$ cat src/design/fbe_pkg.sv
/*
 * fbe_pkg: shared constants and carriers for the array bit-error reporting block.
 * Assumes an APB slave with 32-bit data; all offsets are byte addresses.
 */
package fbe_pkg;
	// register byte offsets
	localparam logic [11:0] FBE_OFF_CONFIG = 12'h000; // mem_ctrl_config_reg
	localparam logic [11:0] FBE_OFF_FLAG = 12'h004; // mem_ctrl_flag_reg
	localparam logic [11:0] FBE_OFF_RSTV = 12'h008; // reset_cause_vector
	localparam logic [11:0] FBE_OFF_NMIV = 12'h00C; // system_nmi_vector
	localparam logic [11:0] FBE_OFF_IRQ_MASK = 12'h010; // interrupt mask
	localparam logic [11:0] FBE_OFF_STATUS = 12'h014; // block state
	// config field positions
	localparam int FBE_B_RST_EN = 0; // uncorr_err_reset_en
	localparam int FBE_B_UIE = 1; // uncorr_err_irq_en
	localparam int FBE_B_CIE = 2; // corr_err_irq_en
	localparam int FBE_B_PWR = 3; // array_power_bit
	localparam int FBE_B_LPWR = 4; // array_lowpower_power_bit
	// flag field positions
	localparam int FBE_B_UFLG = 0; // uncorr_err_flag
	localparam int FBE_B_CFLG = 1; // corr_err_flag
	localparam logic [4:0] FBE_CONFIG_RST = 5'h18; // powers on, reporting off
	localparam logic [1:0] FBE_FLAG_RST = 2'h0;
	localparam logic [1:0] FBE_MASK_RST = 2'h0;
	// vector codes
	localparam logic [7:0] FBE_VEC_NONE = 8'h00;
	localparam logic [7:0] FBE_RSTV_UNCORR = 8'h1A; // reset cause: uncorrectable
	localparam logic [7:0] FBE_NMIV_UNCORR = 8'h02; // nmi source: uncorrectable
	localparam logic [7:0] FBE_NMIV_CORR = 8'h04; // nmi source: correctable
	// wake settling time and its cycle count at 125 MHz
	localparam int FBE_CLK_MHZ = 125;
	localparam int FBE_SETTLE_NS = 200;
	localparam int FBE_SETTLE_CYC = (FBE_SETTLE_NS * FBE_CLK_MHZ + 999) / 1000;
	// one array read result
	typedef struct packed {
		logic valid; // access read the array with valid data
		logic cache_hit; // served from cache, not from the array
		logic corr; // correctable error detected
		logic uncorr; // uncorrectable error detected
	} fbe_rd_t;
endpackage : fbe_pkg

$ cat src/design/fbe_settle.sv
/*
 * fbe_settle: wake-up settling timer; holds busy for a fixed count after wake.
 * Assumes wake_pulse is a one-cycle pulse synchronous to pclk.
 */
`timescale 1ns/100ps
module fbe_settle import fbe_pkg::*; #(
	parameter int CYCLES = FBE_SETTLE_CYC
) (
	input wire logic pclk, // system clock
	input wire logic presetn, // async reset, active low
	input wire logic wake_pulse, // low-power exit event
	output logic busy // settling in progress
);
	localparam int CW = $clog2(CYCLES + 1);
	logic [CW-1:0] cnt_q; // cycles still to wait
	logic [CW-1:0] cnt_d;

	// reload on wake, otherwise count down and hold at zero
	always_comb begin
		cnt_d = cnt_q;
		if (wake_pulse) begin
			cnt_d = CW'(CYCLES);
		end else if (cnt_q != '0) begin
			cnt_d = cnt_q - CW'(1);
		end
	end

	always_ff @(posedge pclk or negedge presetn) begin
		if (!presetn) begin
			cnt_q <= '0;
		end else begin
			cnt_q <= cnt_d;
		end
	end

	assign busy = (cnt_q != '0);
endmodule : fbe_settle

$ cat src/design/fbe_report.sv
/*
 * fbe_report: array bit-error reporting with APB registers.
 * Assumes array read results arrive one per cycle, synchronous to pclk,
 * and that reset and nmi consumers sample the one-cycle request pulses.
 */
`timescale 1ns/100ps
module fbe_report import fbe_pkg::*; #(
	parameter int SETTLE_CYCLES = FBE_SETTLE_CYC // wake settling window
) (
	input wire logic pclk, // system clock
	input wire logic presetn, // async reset, active low
	input wire logic psel, // apb select
	input wire logic penable, // apb access phase
	input wire logic pwrite, // apb direction
	input wire logic [11:0] paddr, // apb byte address
	input wire logic [31:0] pwdata, // apb write data
	output logic [31:0] prdata, // apb read data, registered
	output logic pready, // apb ready
	output logic pslverr, // apb error on unmapped address
	input wire fbe_rd_t rd, // array read result
	input wire logic lpm_active, // core is in low power mode 1..4
	output logic puc_req, // power-up-clear reset request pulse
	output logic nmi_req, // nmi request pulse
	output logic array_active, // array powered
	output logic irq // level interrupt, unmasked flag set
);
	logic [4:0] cfg_q, cfg_d; // mem_ctrl_config_reg
	logic [1:0] flg_q, flg_d; // mem_ctrl_flag_reg
	logic [1:0] msk_q, msk_d; // interrupt mask
	logic [7:0] rstv_q, rstv_d; // reset_cause_vector
	logic [7:0] nmiv_q, nmiv_d; // system_nmi_vector
	logic puc_q, puc_d;
	logic nmi_q, nmi_d;
	logic [31:0] rdata_q, rdata_d;
	logic lpm_q; // last lpm level, for wake edge
	logic settling; // wake window busy
	logic wake; // low power exit
	logic rd_ok; // usable array read
	logic ue, ce; // qualified error events
	logic wr_en, rd_en, hit;

	assign wake = lpm_q & ~lpm_active;

	fbe_settle #(.CYCLES(SETTLE_CYCLES)) u_settle (
		.pclk(pclk),
		.presetn(presetn),
		.wake_pulse(wake),
		.busy(settling)
	);

	// reads that hit the cache or come during settling report nothing;
	// the wake cycle itself is masked too, as the timer only loads at its edge
	assign rd_ok = rd.valid & ~rd.cache_hit & ~settling & ~wake & array_active;
	assign ue = rd_ok & rd.uncorr;
	assign ce = rd_ok & rd.corr & ~rd.uncorr;

	// apb decode: zero wait state, every access answered in its access cycle
	assign pready = 1'b1;
	always_comb begin
		hit = 1'b1;
		if (paddr == FBE_OFF_CONFIG) begin
			hit = 1'b1;
		end else if (paddr == FBE_OFF_FLAG) begin
			hit = 1'b1;
		end else if (paddr == FBE_OFF_RSTV) begin
			hit = 1'b1;
		end else if (paddr == FBE_OFF_NMIV) begin
			hit = 1'b1;
		end else if (paddr == FBE_OFF_IRQ_MASK) begin
			hit = 1'b1;
		end else if (paddr == FBE_OFF_STATUS) begin
			hit = 1'b1;
		end else begin
			hit = 1'b0;
		end
	end
	assign pslverr = psel & penable & ~hit;
	// writes land at the access edge, the one at which the master sees pready
	assign wr_en = psel & penable & pready & pwrite & hit;
	assign rd_en = psel & ~penable & ~pwrite & hit;

	// register next values; hardware set beats software clear
	always_comb begin
		cfg_d = cfg_q;
		msk_d = msk_q;
		flg_d = flg_q;
		rstv_d = rstv_q;
		nmiv_d = nmiv_q;
		if (wr_en && paddr == FBE_OFF_CONFIG) begin
			cfg_d = pwdata[4:0];
		end
		if (wr_en && paddr == FBE_OFF_IRQ_MASK) begin
			msk_d = pwdata[1:0];
		end
		// write one to clear, only software clears
		if (wr_en && paddr == FBE_OFF_FLAG) begin
			flg_d = flg_q & ~pwdata[1:0];
		end
		// reading a vector consumes it
		if (rd_en && paddr == FBE_OFF_RSTV) begin
			rstv_d = FBE_VEC_NONE;
		end
		if (rd_en && paddr == FBE_OFF_NMIV) begin
			nmiv_d = FBE_VEC_NONE;
		end
		if (ue) begin
			flg_d[FBE_B_UFLG] = 1'b1;
		end
		if (ce) begin
			flg_d[FBE_B_CFLG] = 1'b1;
		end
		if (ue && cfg_q[FBE_B_RST_EN]) begin
			rstv_d = FBE_RSTV_UNCORR;
		end
		// uncorrectable source outranks correctable
		if (ue && cfg_q[FBE_B_UIE]) begin
			nmiv_d = FBE_NMIV_UNCORR;
		end else if (ce && cfg_q[FBE_B_CIE]) begin
			nmiv_d = FBE_NMIV_CORR;
		end
	end

	// request pulses
	always_comb begin
		puc_d = ue & cfg_q[FBE_B_RST_EN];
		nmi_d = (ue & cfg_q[FBE_B_UIE]) | (ce & cfg_q[FBE_B_CIE]);
	end

	// read data mux, captured in setup so it is stable in access
	always_comb begin
		rdata_d = rdata_q;
		if (rd_en) begin
			if (paddr == FBE_OFF_CONFIG) begin
				rdata_d = {27'h0, cfg_q};
			end else if (paddr == FBE_OFF_FLAG) begin
				rdata_d = {30'h0, flg_q};
			end else if (paddr == FBE_OFF_RSTV) begin
				rdata_d = {24'h0, rstv_q};
			end else if (paddr == FBE_OFF_NMIV) begin
				rdata_d = {24'h0, nmiv_q};
			end else if (paddr == FBE_OFF_IRQ_MASK) begin
				rdata_d = {30'h0, msk_q};
			end else begin
				rdata_d = {29'h0, settling, lpm_active, array_active};
			end
		end else if (psel & ~penable) begin
			rdata_d = 32'h0;
		end
	end

	always_ff @(posedge pclk or negedge presetn) begin
		if (!presetn) begin
			cfg_q <= FBE_CONFIG_RST;
			flg_q <= FBE_FLAG_RST;
			msk_q <= FBE_MASK_RST;
			rstv_q <= FBE_VEC_NONE;
			nmiv_q <= FBE_VEC_NONE;
			puc_q <= 1'b0;
			nmi_q <= 1'b0;
			rdata_q <= 32'h0;
			lpm_q <= 1'b0;
		end else begin
			cfg_q <= cfg_d;
			flg_q <= flg_d;
			msk_q <= msk_d;
			rstv_q <= rstv_d;
			nmiv_q <= nmiv_d;
			puc_q <= puc_d;
			nmi_q <= nmi_d;
			rdata_q <= rdata_d;
			lpm_q <= lpm_active;
		end
	end

	assign prdata = rdata_q;
	assign puc_req = puc_q;
	assign nmi_req = nmi_q;
	// array inactive only when both power bits are clear
	assign array_active = cfg_q[FBE_B_PWR] | cfg_q[FBE_B_LPWR];
	assign irq = |(flg_q & msk_q);

	// assertions
	property p_puc;
		@(posedge pclk) disable iff (!presetn)
		(ue && cfg_q[FBE_B_RST_EN]) |=> puc_req && rstv_q == FBE_RSTV_UNCORR;
	endproperty
	a_puc: assert property (p_puc) else $error("reset not raised on uncorrectable error");

	property p_nmi_u;
		@(posedge pclk) disable iff (!presetn)
		(ue && cfg_q[FBE_B_UIE]) |=> nmi_req && nmiv_q == FBE_NMIV_UNCORR;
	endproperty
	a_nmi_u: assert property (p_nmi_u) else $error("nmi missing for uncorrectable");

	property p_nmi_c;
		@(posedge pclk) disable iff (!presetn)
		(ce && cfg_q[FBE_B_CIE] && !(ue && cfg_q[FBE_B_UIE])) |=> nmi_req && nmiv_q == FBE_NMIV_CORR;
	endproperty
	a_nmi_c: assert property (p_nmi_c) else $error("nmi missing for correctable");

	property p_sticky;
		@(posedge pclk) disable iff (!presetn)
		(flg_q[FBE_B_CFLG] && !(wr_en && paddr == FBE_OFF_FLAG)) |=> flg_q[FBE_B_CFLG];
	endproperty
	a_sticky: assert property (p_sticky) else $error("flag dropped without clear");

	property p_uflag;
		@(posedge pclk) disable iff (!presetn)
		ue |=> flg_q[FBE_B_UFLG];
	endproperty
	a_uflag: assert property (p_uflag) else $error("uncorrectable flag not set");

	// holding is checked apart, so a clear right after the set is legal
	property p_usticky;
		@(posedge pclk) disable iff (!presetn)
		(flg_q[FBE_B_UFLG] && !(wr_en && paddr == FBE_OFF_FLAG)) |=> flg_q[FBE_B_UFLG];
	endproperty
	a_usticky: assert property (p_usticky) else $error("uncorrectable flag dropped without clear");

	property p_power;
		@(posedge pclk) disable iff (!presetn)
		!array_active |-> !puc_d && !nmi_d;
	endproperty
	a_power: assert property (p_power) else $error("report while array inactive");

	property p_settle;
		@(posedge pclk) disable iff (!presetn)
		wake |=> (!puc_req && !nmi_req) [*2];
	endproperty
	a_settle: assert property (p_settle) else $error("report during wake settling");

	property p_quiet;
		@(posedge pclk) disable iff (!presetn)
		(!rd.valid || rd.cache_hit) |=> !puc_req && !nmi_req;
	endproperty
	a_quiet: assert property (p_quiet) else $error("report without array read");

	property p_c_puc;
		@(posedge pclk) disable iff (!presetn) puc_req;
	endproperty
	c_puc: cover property (p_c_puc);
	property p_c_nmi;
		@(posedge pclk) disable iff (!presetn) nmi_req && nmiv_q == FBE_NMIV_CORR;
	endproperty
	c_nmi: cover property (p_c_nmi);
	property p_c_wake;
		@(posedge pclk) disable iff (!presetn) wake ##1 settling;
	endproperty
	c_wake: cover property (p_c_wake);
endmodule : fbe_report

$ cat config.mk
export PLATFORM = sky130hd
export DESIGN_NAME = fbe_report
export DESIGN_NICKNAME = d
export VERILOG_FILES = /design/src/design/fbe_pkg.sv /design/src/design/fbe_settle.sv /design/src/design/fbe_report.sv
export SDC_FILE = /design/constraint.sdc
export NUM_CORES = 1
export LEC_CHECK = 0
export BUFFER_PORTS_ARGS = -buffer_cell sky130_fd_sc_hd__buf_2
export CELL_PAD_IN_SITES_DETAIL_PLACEMENT = 0
export CELL_PAD_IN_SITES_GLOBAL_PLACEMENT = 1
export CORE_MARGIN = 2
export CORE_UTILIZATION = 34
export DETAILED_ROUTE_END_ITERATION = 8
export PLACE_DENSITY_LB_ADDON = 0.1
export SLEW_MARGIN = 40
export SYNTH_ARGS = -nofsm -noshare
export SYNTH_HDL_FRONTEND = slang
export SYNTH_HIERARCHICAL = 1
export SYNTH_SLANG_ARGS = --single-unit
$ cat constraint.sdc
create_clock -name pclk -period 6.4 [get_ports pclk]
set_clock_uncertainty 0.15 [all_clocks]
set_input_delay 1.92 -clock pclk [delete_from_list [all_inputs] [get_ports pclk]]
set_output_delay 1.92 -clock pclk [all_outputs]
set_load 0.03 [all_outputs]
; Word level (Yosys, flattened, before mapping)
; Cells that the tools add are included.
[totals]
mem_bits_ro = 0
latchBits = 0
ramBits = 0
inputBits = 54
register_bits = 65
output_inout_bits = 38
wordCells = 88
mem_count = 0
[classes]
n_lt_le_gt_ge = 0
n_reduce_logical = 17
shifts = 0
mux = 23
div = 0
bitwise_logic = 31
n_addsub = 1
n_mul = 0
eq_ne = 5
[op_table]
columns = operator, count
row1 = two-way mux 8 bit, 9
row2 = two-way mux 32 bit, 2
row3 = "equality test 12 x 4 -> 1 bit, second input constant", 2
row4 = "equality test 12 x 5 -> 1 bit, second input constant", 2
row5 = AND 1 bit, 18
row6 = "equality test 12 x 3 -> 1 bit, second input constant", 1
row7 = zero test 12 bit, 1
row8 = two-way mux 5 bit, 2
row9 = nonzero test 2 bit, 5
row10 = logical AND 1 bit, 8
row11 = two-way mux 1 bit, 8
row12 = inverter 1 bit, 8
row13 = nonzero test 5 bit, 1
row14 = "subtractor 5 x 1 -> 5 bit, second input constant", 1
row15 = AND 2 bit, 2
row16 = two-way mux 3 bit, 1
row17 = nonzero test 3 bit, 1
row18 = two-way mux 2 bit, 1
row19 = inverter 2 bit, 1
row20 = bitwise OR 1 bit, 2
row21 = OR reduction 2 bit, 1

; Logic depth before layout (Yosys ltp)
; Gate-level depths: netlist of run 1.
[logic_depth]
ltp_word = 12
mapped_depth = 7
mapped_depth_nobuf = 6

; Modules after synthesis
; The synthesis of run 1 kept the hierarchy.
[modules_own_cells]
columns = mod, cells_per_inst, area_per_inst_um2, n_inst, seq_area_each_um2
row1 = fbe_report, 134, 1342.5, 1, 503.0
row2 = fbe_settle, 24, 262.8, 1, 125.1

; Worst setup path before layout of run 1
; No wires, ideal clock.
[synth_timing]
kind = in2out
from = in paddr[9]
to = out pslverr
t_required_ps = 4330
path_buffers = 1
slack_ps = 1560
t_arrival_ps = 2770
path_stages = 4
cell_sequence = nor2_1 -> and3_1 -> buf_6 -> a21oi_1
[synth_between]
elab_chain_cells = 9
elab_cells_between_ends = 14
cone_classes = eq/ne: 5 / mux: 6 / bitwise: 2 / reduce/logical: 1
[synth_rtl]
columns = item, line_no
row1 = from (decl), fbe_report.sv:15  ; input wire logic [11:0] paddr,
row2 = equality test 12 x 5 -> 1 bit, fbe_report.sv:71  ; end else if (paddr == FBE_OFF_STATUS) begin
row3 = two-way mux 1 bit, fbe_report.sv:71
row4 = two-way mux 1 bit, fbe_report.sv:69  ; end else if (paddr == FBE_OFF_IRQ_MASK) begin
row5 = two-way mux 1 bit, fbe_report.sv:67  ; end else if (paddr == FBE_OFF_NMIV) begin
row6 = two-way mux 1 bit, fbe_report.sv:65  ; end else if (paddr == FBE_OFF_RSTV) begin
row7 = two-way mux 1 bit, fbe_report.sv:63  ; end else if (paddr == FBE_OFF_FLAG) begin
row8 = two-way mux 1 bit *, fbe_report.sv:61  ; if (paddr == FBE_OFF_CONFIG) begin
row9 = inverter 1 bit *, fbe_report.sv:77  ; assign pslverr = psel & penable & ~hit;
row10 = AND 1 bit *, fbe_report.sv:77
row11 = to (decl), fbe_report.sv:19  ; output logic pslverr,
; Mark *: on every way between the ends. The rest lies on a longest branch, timed or not.

; Worst setup path after layout of run 1
[layout_timing]
from = in paddr[0]
to = out pslverr
; Same word-level chain as after synthesis.

==> results of run 1 <==
[worst max-delay path, cell delays in order]
cell and delay [ns]:
buf_2 0.11, nor4_4 0.33, and3_1 0.37, a21oi_1 0.11
buf_2 0.18
[stage by stage]
stage	utilization	power (mW)	setup WS [ns]	hold WS, ns	instances
after floorplan	-	0.267	1.56	0.317	184
after global placement	0.381	0.274	1.31	0.320	239
after detailed placement	0.381	0.279	1.30	0.328	239
after CTS	0.392	0.376	1.30	0.352	243
after global routing	0.392	0.393	1.21	0.393	243
final	0.392	0.371	1.31	0.345	243
[synth_stat cells, types with 3 or more instances]
master	count	area (sq um)
mux2i_1	3	30.0
buf_6	3	33.8
nor2_1	7	26.3
dfrtp_1	23	576
nor3_1	3	15.0
a21oi_1	6	30.0
or3_1	3	18.8
nand2b_1	4	25.0
nand2_1	10	37.5
buf_4	28	210
nand3b_1	3	22.5
mux2_1	5	56.3
nand4_1	3	18.8
nand3_1	4	20.0
o21ai_0	5	25.0
and3_1	5	31.3
inv_1	4	15.0
[cells by family (layout without fill, tap and decap cells)]
kind of cell / after synthesis / after routing / share of synthesized area
AND/OR/NAND/NOR: 56 / 56 / 0.231
adder cells (fa/ha/maj): 1 / 1 / 0.00779
AO/OA/AOI/OAI: 25 / 25 / 0.105
other: 2 / 28 / 0.00468
XOR/XNOR: 1 / 1 / 0.00546
buffers and inverters: 37 / 44 / 0.168
multiplexers: 11 / 11 / 0.0865
flip-flops: 25 / 25 / 0.391
[path summary, 6_finish.rpt]
check,start,cells after the start,to,slack [ns]
min reg2reg,prdata[4]$_DFFE_PN0P_,2,prdata[4]$_DFFE_PN0P_,0.34
max reg2reg,u_settle/cnt_q[0]$_DFFE_PN0P_,6,nmiv_q[1]$_DFFE_PN0P_,3.71
min,prdata[4]$_DFFE_PN0P_,2,prdata[4]$_DFFE_PN0P_,0.34
min in group asynchronous,presetn,1,prdata[0]$_DFFE_PN0P_,1.50
max in group asynchronous,presetn,1,prdata[2]$_DFFE_PN0P_,4.21
max,paddr[0],5,pslverr,1.31
[sequential cells by signal, summed over array words and instances, names as in the netlist, 2 cells and up]
signal,flops
cfg_q,5
u_settle/cnt_q,5
nmiv_q,2
flg_q,2
msk_q,2
prdata,5
[cell type report]
cell class	instances	area [sq um]	area share
Multi-Input combinational cell	122	806	0.463
Sequential cell	25	628	0.361
Timing Repair Buffer	36	180	0.104
Tap cell	52	65.1	0.0374
Clock buffer	3	41.3	0.0237
Inverter	4	15.0	0.00863
Clock inverter	1	5.00	0.00288
[report_power, final]
part	leakage, nW	internal, mW	switching [mW]
registers	0.326	0.172	0.0128
logic	0.560	0.0332	0.0571
clock network	0.0255	0.0435	0.0521
total	0.911	0.249	0.122
[routing by layer]
metal  vias to the layer above  GRT usage  wire length, um  share of wire
li1                        570          -                -              -
met1                       585      0.177             1520           0.43
met2                        56      0.259             1800           0.51
met3                         2     0.0180              194          0.055
met4                         0     0.0494               38          0.011
met5                         -          0                0              0
==> impl_metrics.ini, run 1 <==
[sta]
drv_slew = 0
clock.fmax_ghz = 0.196
slew_headroom = 0.568
min_period_ns = 5.09
worst_pin_slew_ns = 0.642
hold_viol = 0
rsz0062_at_grt = false
finalSetupTns_ns = 0
setup-violations-final = 0
period_share = 0.795

[route]
wire_per_inst_um = 14.6
vias = 1213
wl_um = 3540
initialDrtViolationCount = 45
via_per_inst = 4.99
ant_nets = 0
remaining_drc_errors = 0
firstDrtPassIters = 4

[final_layout]
layout-drive-gt1-share = 0.277
syn_to_final_growth_pct = 8.42
final_common_cell = buf_2
fin_nets = 247
post-route-cell-area_sq_um = 1740
final_cell_mix = 36 x buf_2, 28 x conb_1, 23 x dfrtp_1
antenna_cells = 0
nFillCells = 454

[worst_setup_path]
crit_type = input pin to output pin
crit_required_ns = 4.33
start_kind = input pin
cp_max_fo = 6
crit_arrival_ns = 3.02
end_kind = output pin

[die]
fp.dieW_um = 72.7
initial_core_util = 0.361
io_pins = 92
die_area_sq_um = 5290
core-area_sq_um = 4440
row_count = 24
die_h_um = 72.7

[synthesis]
syn_inst = 158
synth_edf_count = 0
post_synth_instance_area_sq_um = 1610
ys_async_sr_fraction = 1.00
synth.avg_cell_area_sq_um = 10.2
yosysWarnings = 6
ys.flop_type = dfrtp_1
synth_cell_types = 46
ys_ff_latch = 25
yosysSeqAreaShare = 0.391

[clock_tree]
cts_tree = built
ctsRootBufferMaster = clkbuf_8
clkLatencyLatePin_ns = 0.27
clk_path_buf_depth = 2
cts_made_buffers = 3
cts_sinks = 25
path_clk_slew_ns = 0.09
h-tree-depth = 1
postCtsSetupBuffers = 0
ctsResizeCount = 0
cts_hold_buf = 0

[grt]
grt_start_max_net_pins = 26
grt_first_pass_wirelength_um = 5890
grt_overflow = 0
grt_pass1_vias = 1259
track_usage = 0.144
antenna_found_initial = 0

[power_and_ir_drop]
p_per_area_nw_per_um2 = 213
ir_drop_mv = 0.0698
p_leak_nw = 0.911

[placed_design]
dp_hpwl_um = 2720
dpl_cell_area_sq_um = 1690
gp_congestion = 0.782
io_buffers = 36

[status]
status = complete, no violations

[job]
cap_viol_max_count = 0

[hold_path]
hp-class = flip-flop to flip-flop
Note: power is estimated with default switching activity, not from simulation.
==> inputs of run 2 (changes only) <==
--- a/config.mk
+++ b/config.mk
@@ -9,7 +9,7 @@
 export CELL_PAD_IN_SITES_DETAIL_PLACEMENT = 0
 export CELL_PAD_IN_SITES_GLOBAL_PLACEMENT = 1
 export CORE_MARGIN = 2
-export CORE_UTILIZATION = 34
+export CORE_UTILIZATION = 28
 export DETAILED_ROUTE_END_ITERATION = 8
 export PLACE_DENSITY_LB_ADDON = 0.1
 export SLEW_MARGIN = 40
==> constraint.sdc (replaced) <==
create_clock -name pclk -period 4.3 [get_ports pclk]
set_clock_uncertainty 0.15 [all_clocks]
set_input_delay 1.29 -clock pclk [delete_from_list [all_inputs] [get_ports pclk]]
set_output_delay 1.29 -clock pclk [all_outputs]
set_load 0.03 [all_outputs]
==> run 2 against run 1 <==
Utilization down 7.0 points. Non-clock buffer count up 1. Cell count up 8.6%. Register-to-register slack worse by 2.0 ns. Critical endpoint unchanged.
==> impl_metrics.ini, run 2 (synthesis results as in run 1) <==
[final_layout]
fin_nets = 248
final_common_cell = buf_2
final_cell_mix = 36 x buf_2, 28 x conb_1, 23 x dfrtp_1
nFillCells = 593
antenna_cells = 0
syn_to_final_growth_pct = 10.4
layout-drive-gt1-share = 0.276

[route]
firstDrtPassIters = 4
initialDrtViolationCount = 23
wl_um = 3590
via_per_inst = 4.38
vias = 1155
remaining_drc_errors = 0
wire_per_inst_um = 13.6
ant_nets = 0

[sta]
setup-violations-final = 0
slew_headroom = 0.607
rsz0062_at_grt = false
hold_viol = 0
clock.fmax_ghz = 0.275
period_share = 0.844
worst_pin_slew_ns = 0.585
finalSetupTns_ns = 0
timing.hold.ws_ns = 0.336
min_period_ns = 3.63
drv_slew = 0

[clock_tree]
cts_tree = built
h-tree-depth = 1
ctsRootBufferMaster = clkbuf_8
ctsResizeCount = 0
cts_made_buffers = 3
postCtsSetupBuffers = 0
path_clk_slew_ns = 0.09
clk_path_buf_depth = 2
cts_hold_buf = 0
cts_sinks = 25
clkLatencyLatePin_ns = 0.28

[power_and_ir_drop]
p_clk_frac = 0.264
power_switching_uw = 182
p_per_area_nw_per_um2 = 313
p_leak_nw = 0.914
ir_drop_mv = 0.102
p_int_uw = 372
p_seq_frac = 0.495
sw_frac_of_total = 0.328
pwr-share-comb = 0.242

[status]
status = complete, no violations

[worst_setup_path]
max_stage_delay_ns = 0.31
crit_arrival_ns = 2.19
slowest_stage = nor4_4
rr_worst_depth = 6
end_kind = output pin
start_kind = input pin
worstPathCellList = buf_2 > nor4_4 > and3_1 > a21oi_1 > buf_2
crit_type = input pin to output pin
cp_max_fo = 4
crit_required_ns = 2.86
cp_common_cell = buf_2

[placed_design]
gp_congestion = 0.757
io_buffers = 36
dp_hpwl_um = 2840

[die]
core-area_sq_um = 5510
initial_core_util = 0.292
io_pins = 92
fp.dieW_um = 79.7
die_h_um = 79.7
row_count = 27
die_area_sq_um = 6350

[grt]
grt_start_max_net_pins = 26
grt_overflow = 0
grt_first_pass_wirelength_um = 5870
antenna_found_initial = 0
track_usage = 0.121
grt_pass1_vias = 1163

[hold_path]
whs_path_depth = 2
hp-class = flip-flop to flip-flop

[job]
cap_viol_max_count = 0
==> run 2: changes by cell type in the layout (fill, tap and decap cells not counted) <==
cell	change
clkbuf_1	+1
buf_4	+1
clkinv_2	-1
==> run 2: metal layers <==
| layer | GRT usage | share of wire |
|---|---|---|
| met4 | 0.0414 | 0.011 |
| met3 | 0.0181 | 0.043 |
| met2 | 0.199 | 0.49 |
| met5 | 0 | 0 |
| met1 | 0.162 | 0.45 |
==> run 2: path summary, 6_finish.rpt <==
path	start	to	slack [ns]
hold / removal	prdata[4]$_DFFE_PN0P_	prdata[4]$_DFFE_PN0P_	0.34
max in group asynchronous	presetn	u_settle/cnt_q[2]$_DFFE_PN0P_	2.75
hold reg to reg	prdata[4]$_DFFE_PN0P_	prdata[4]$_DFFE_PN0P_	0.34
setup reg to reg	u_settle/cnt_q[0]$_DFFE_PN0P_	nmiv_q[1]$_DFFE_PN0P_	1.71
min in group asynchronous	presetn	u_settle/cnt_q[3]$_DFFE_PN0P_	0.86
setup / recovery	paddr[0]	pslverr	0.67
==> run 2: area by class of cell <==
class / count / area, sq um / area share
clock buffer: 4 / 45.0 / 0.0254
multi-input combinational: 122 / 806 / 0.455
timing repair buffer: 37 / 188 / 0.106
inverter: 4 / 15.0 / 0.00847
sequential: 25 / 628 / 0.355
tap: 72 / 90.1 / 0.0508
==> run 2: per-stage QoR <==
stage | util | setup slack, ns | total power, mW | instances | cell area, sq um
2_1_floorplan | - | 0.720 | 0.398 | 184 | 1700
3_3_place_gp | 0.314 | 0.671 | 0.409 | 260 | 1730
3_5_place_dp | 0.314 | 0.669 | 0.414 | 260 | 1730
4_1_cts | 0.322 | 0.670 | 0.559 | 264 | 1770
5_1_grt | 0.322 | 0.563 | 0.585 | 264 | 1770
6_report | 0.322 | 0.670 | 0.554 | 264 | 1770
==> run 2: power groups by stage <==
| stage | clock (mW) | sequential (mW) | combinational (mW) |
|---|---|---|---|
| 6_report | 0.146 | 0.274 | 0.134 |
| 5_1_grt | 0.158 | 0.278 | 0.150 |
| 4_1_cts | 0.148 | 0.275 | 0.136 |
| 3_5_place_dp | 0 | 0.279 | 0.135 |
| 3_3_place_gp | 0 | 0.278 | 0.131 |
| 2_1_floorplan | 0 | 0.275 | 0.123 |
==> run 2: worst max-delay path: cells and delay by family <==
kind	cells	cell delay, ns
buf+inv	2	0.28
compound gates	1	0.08
simple gates	2	0.54
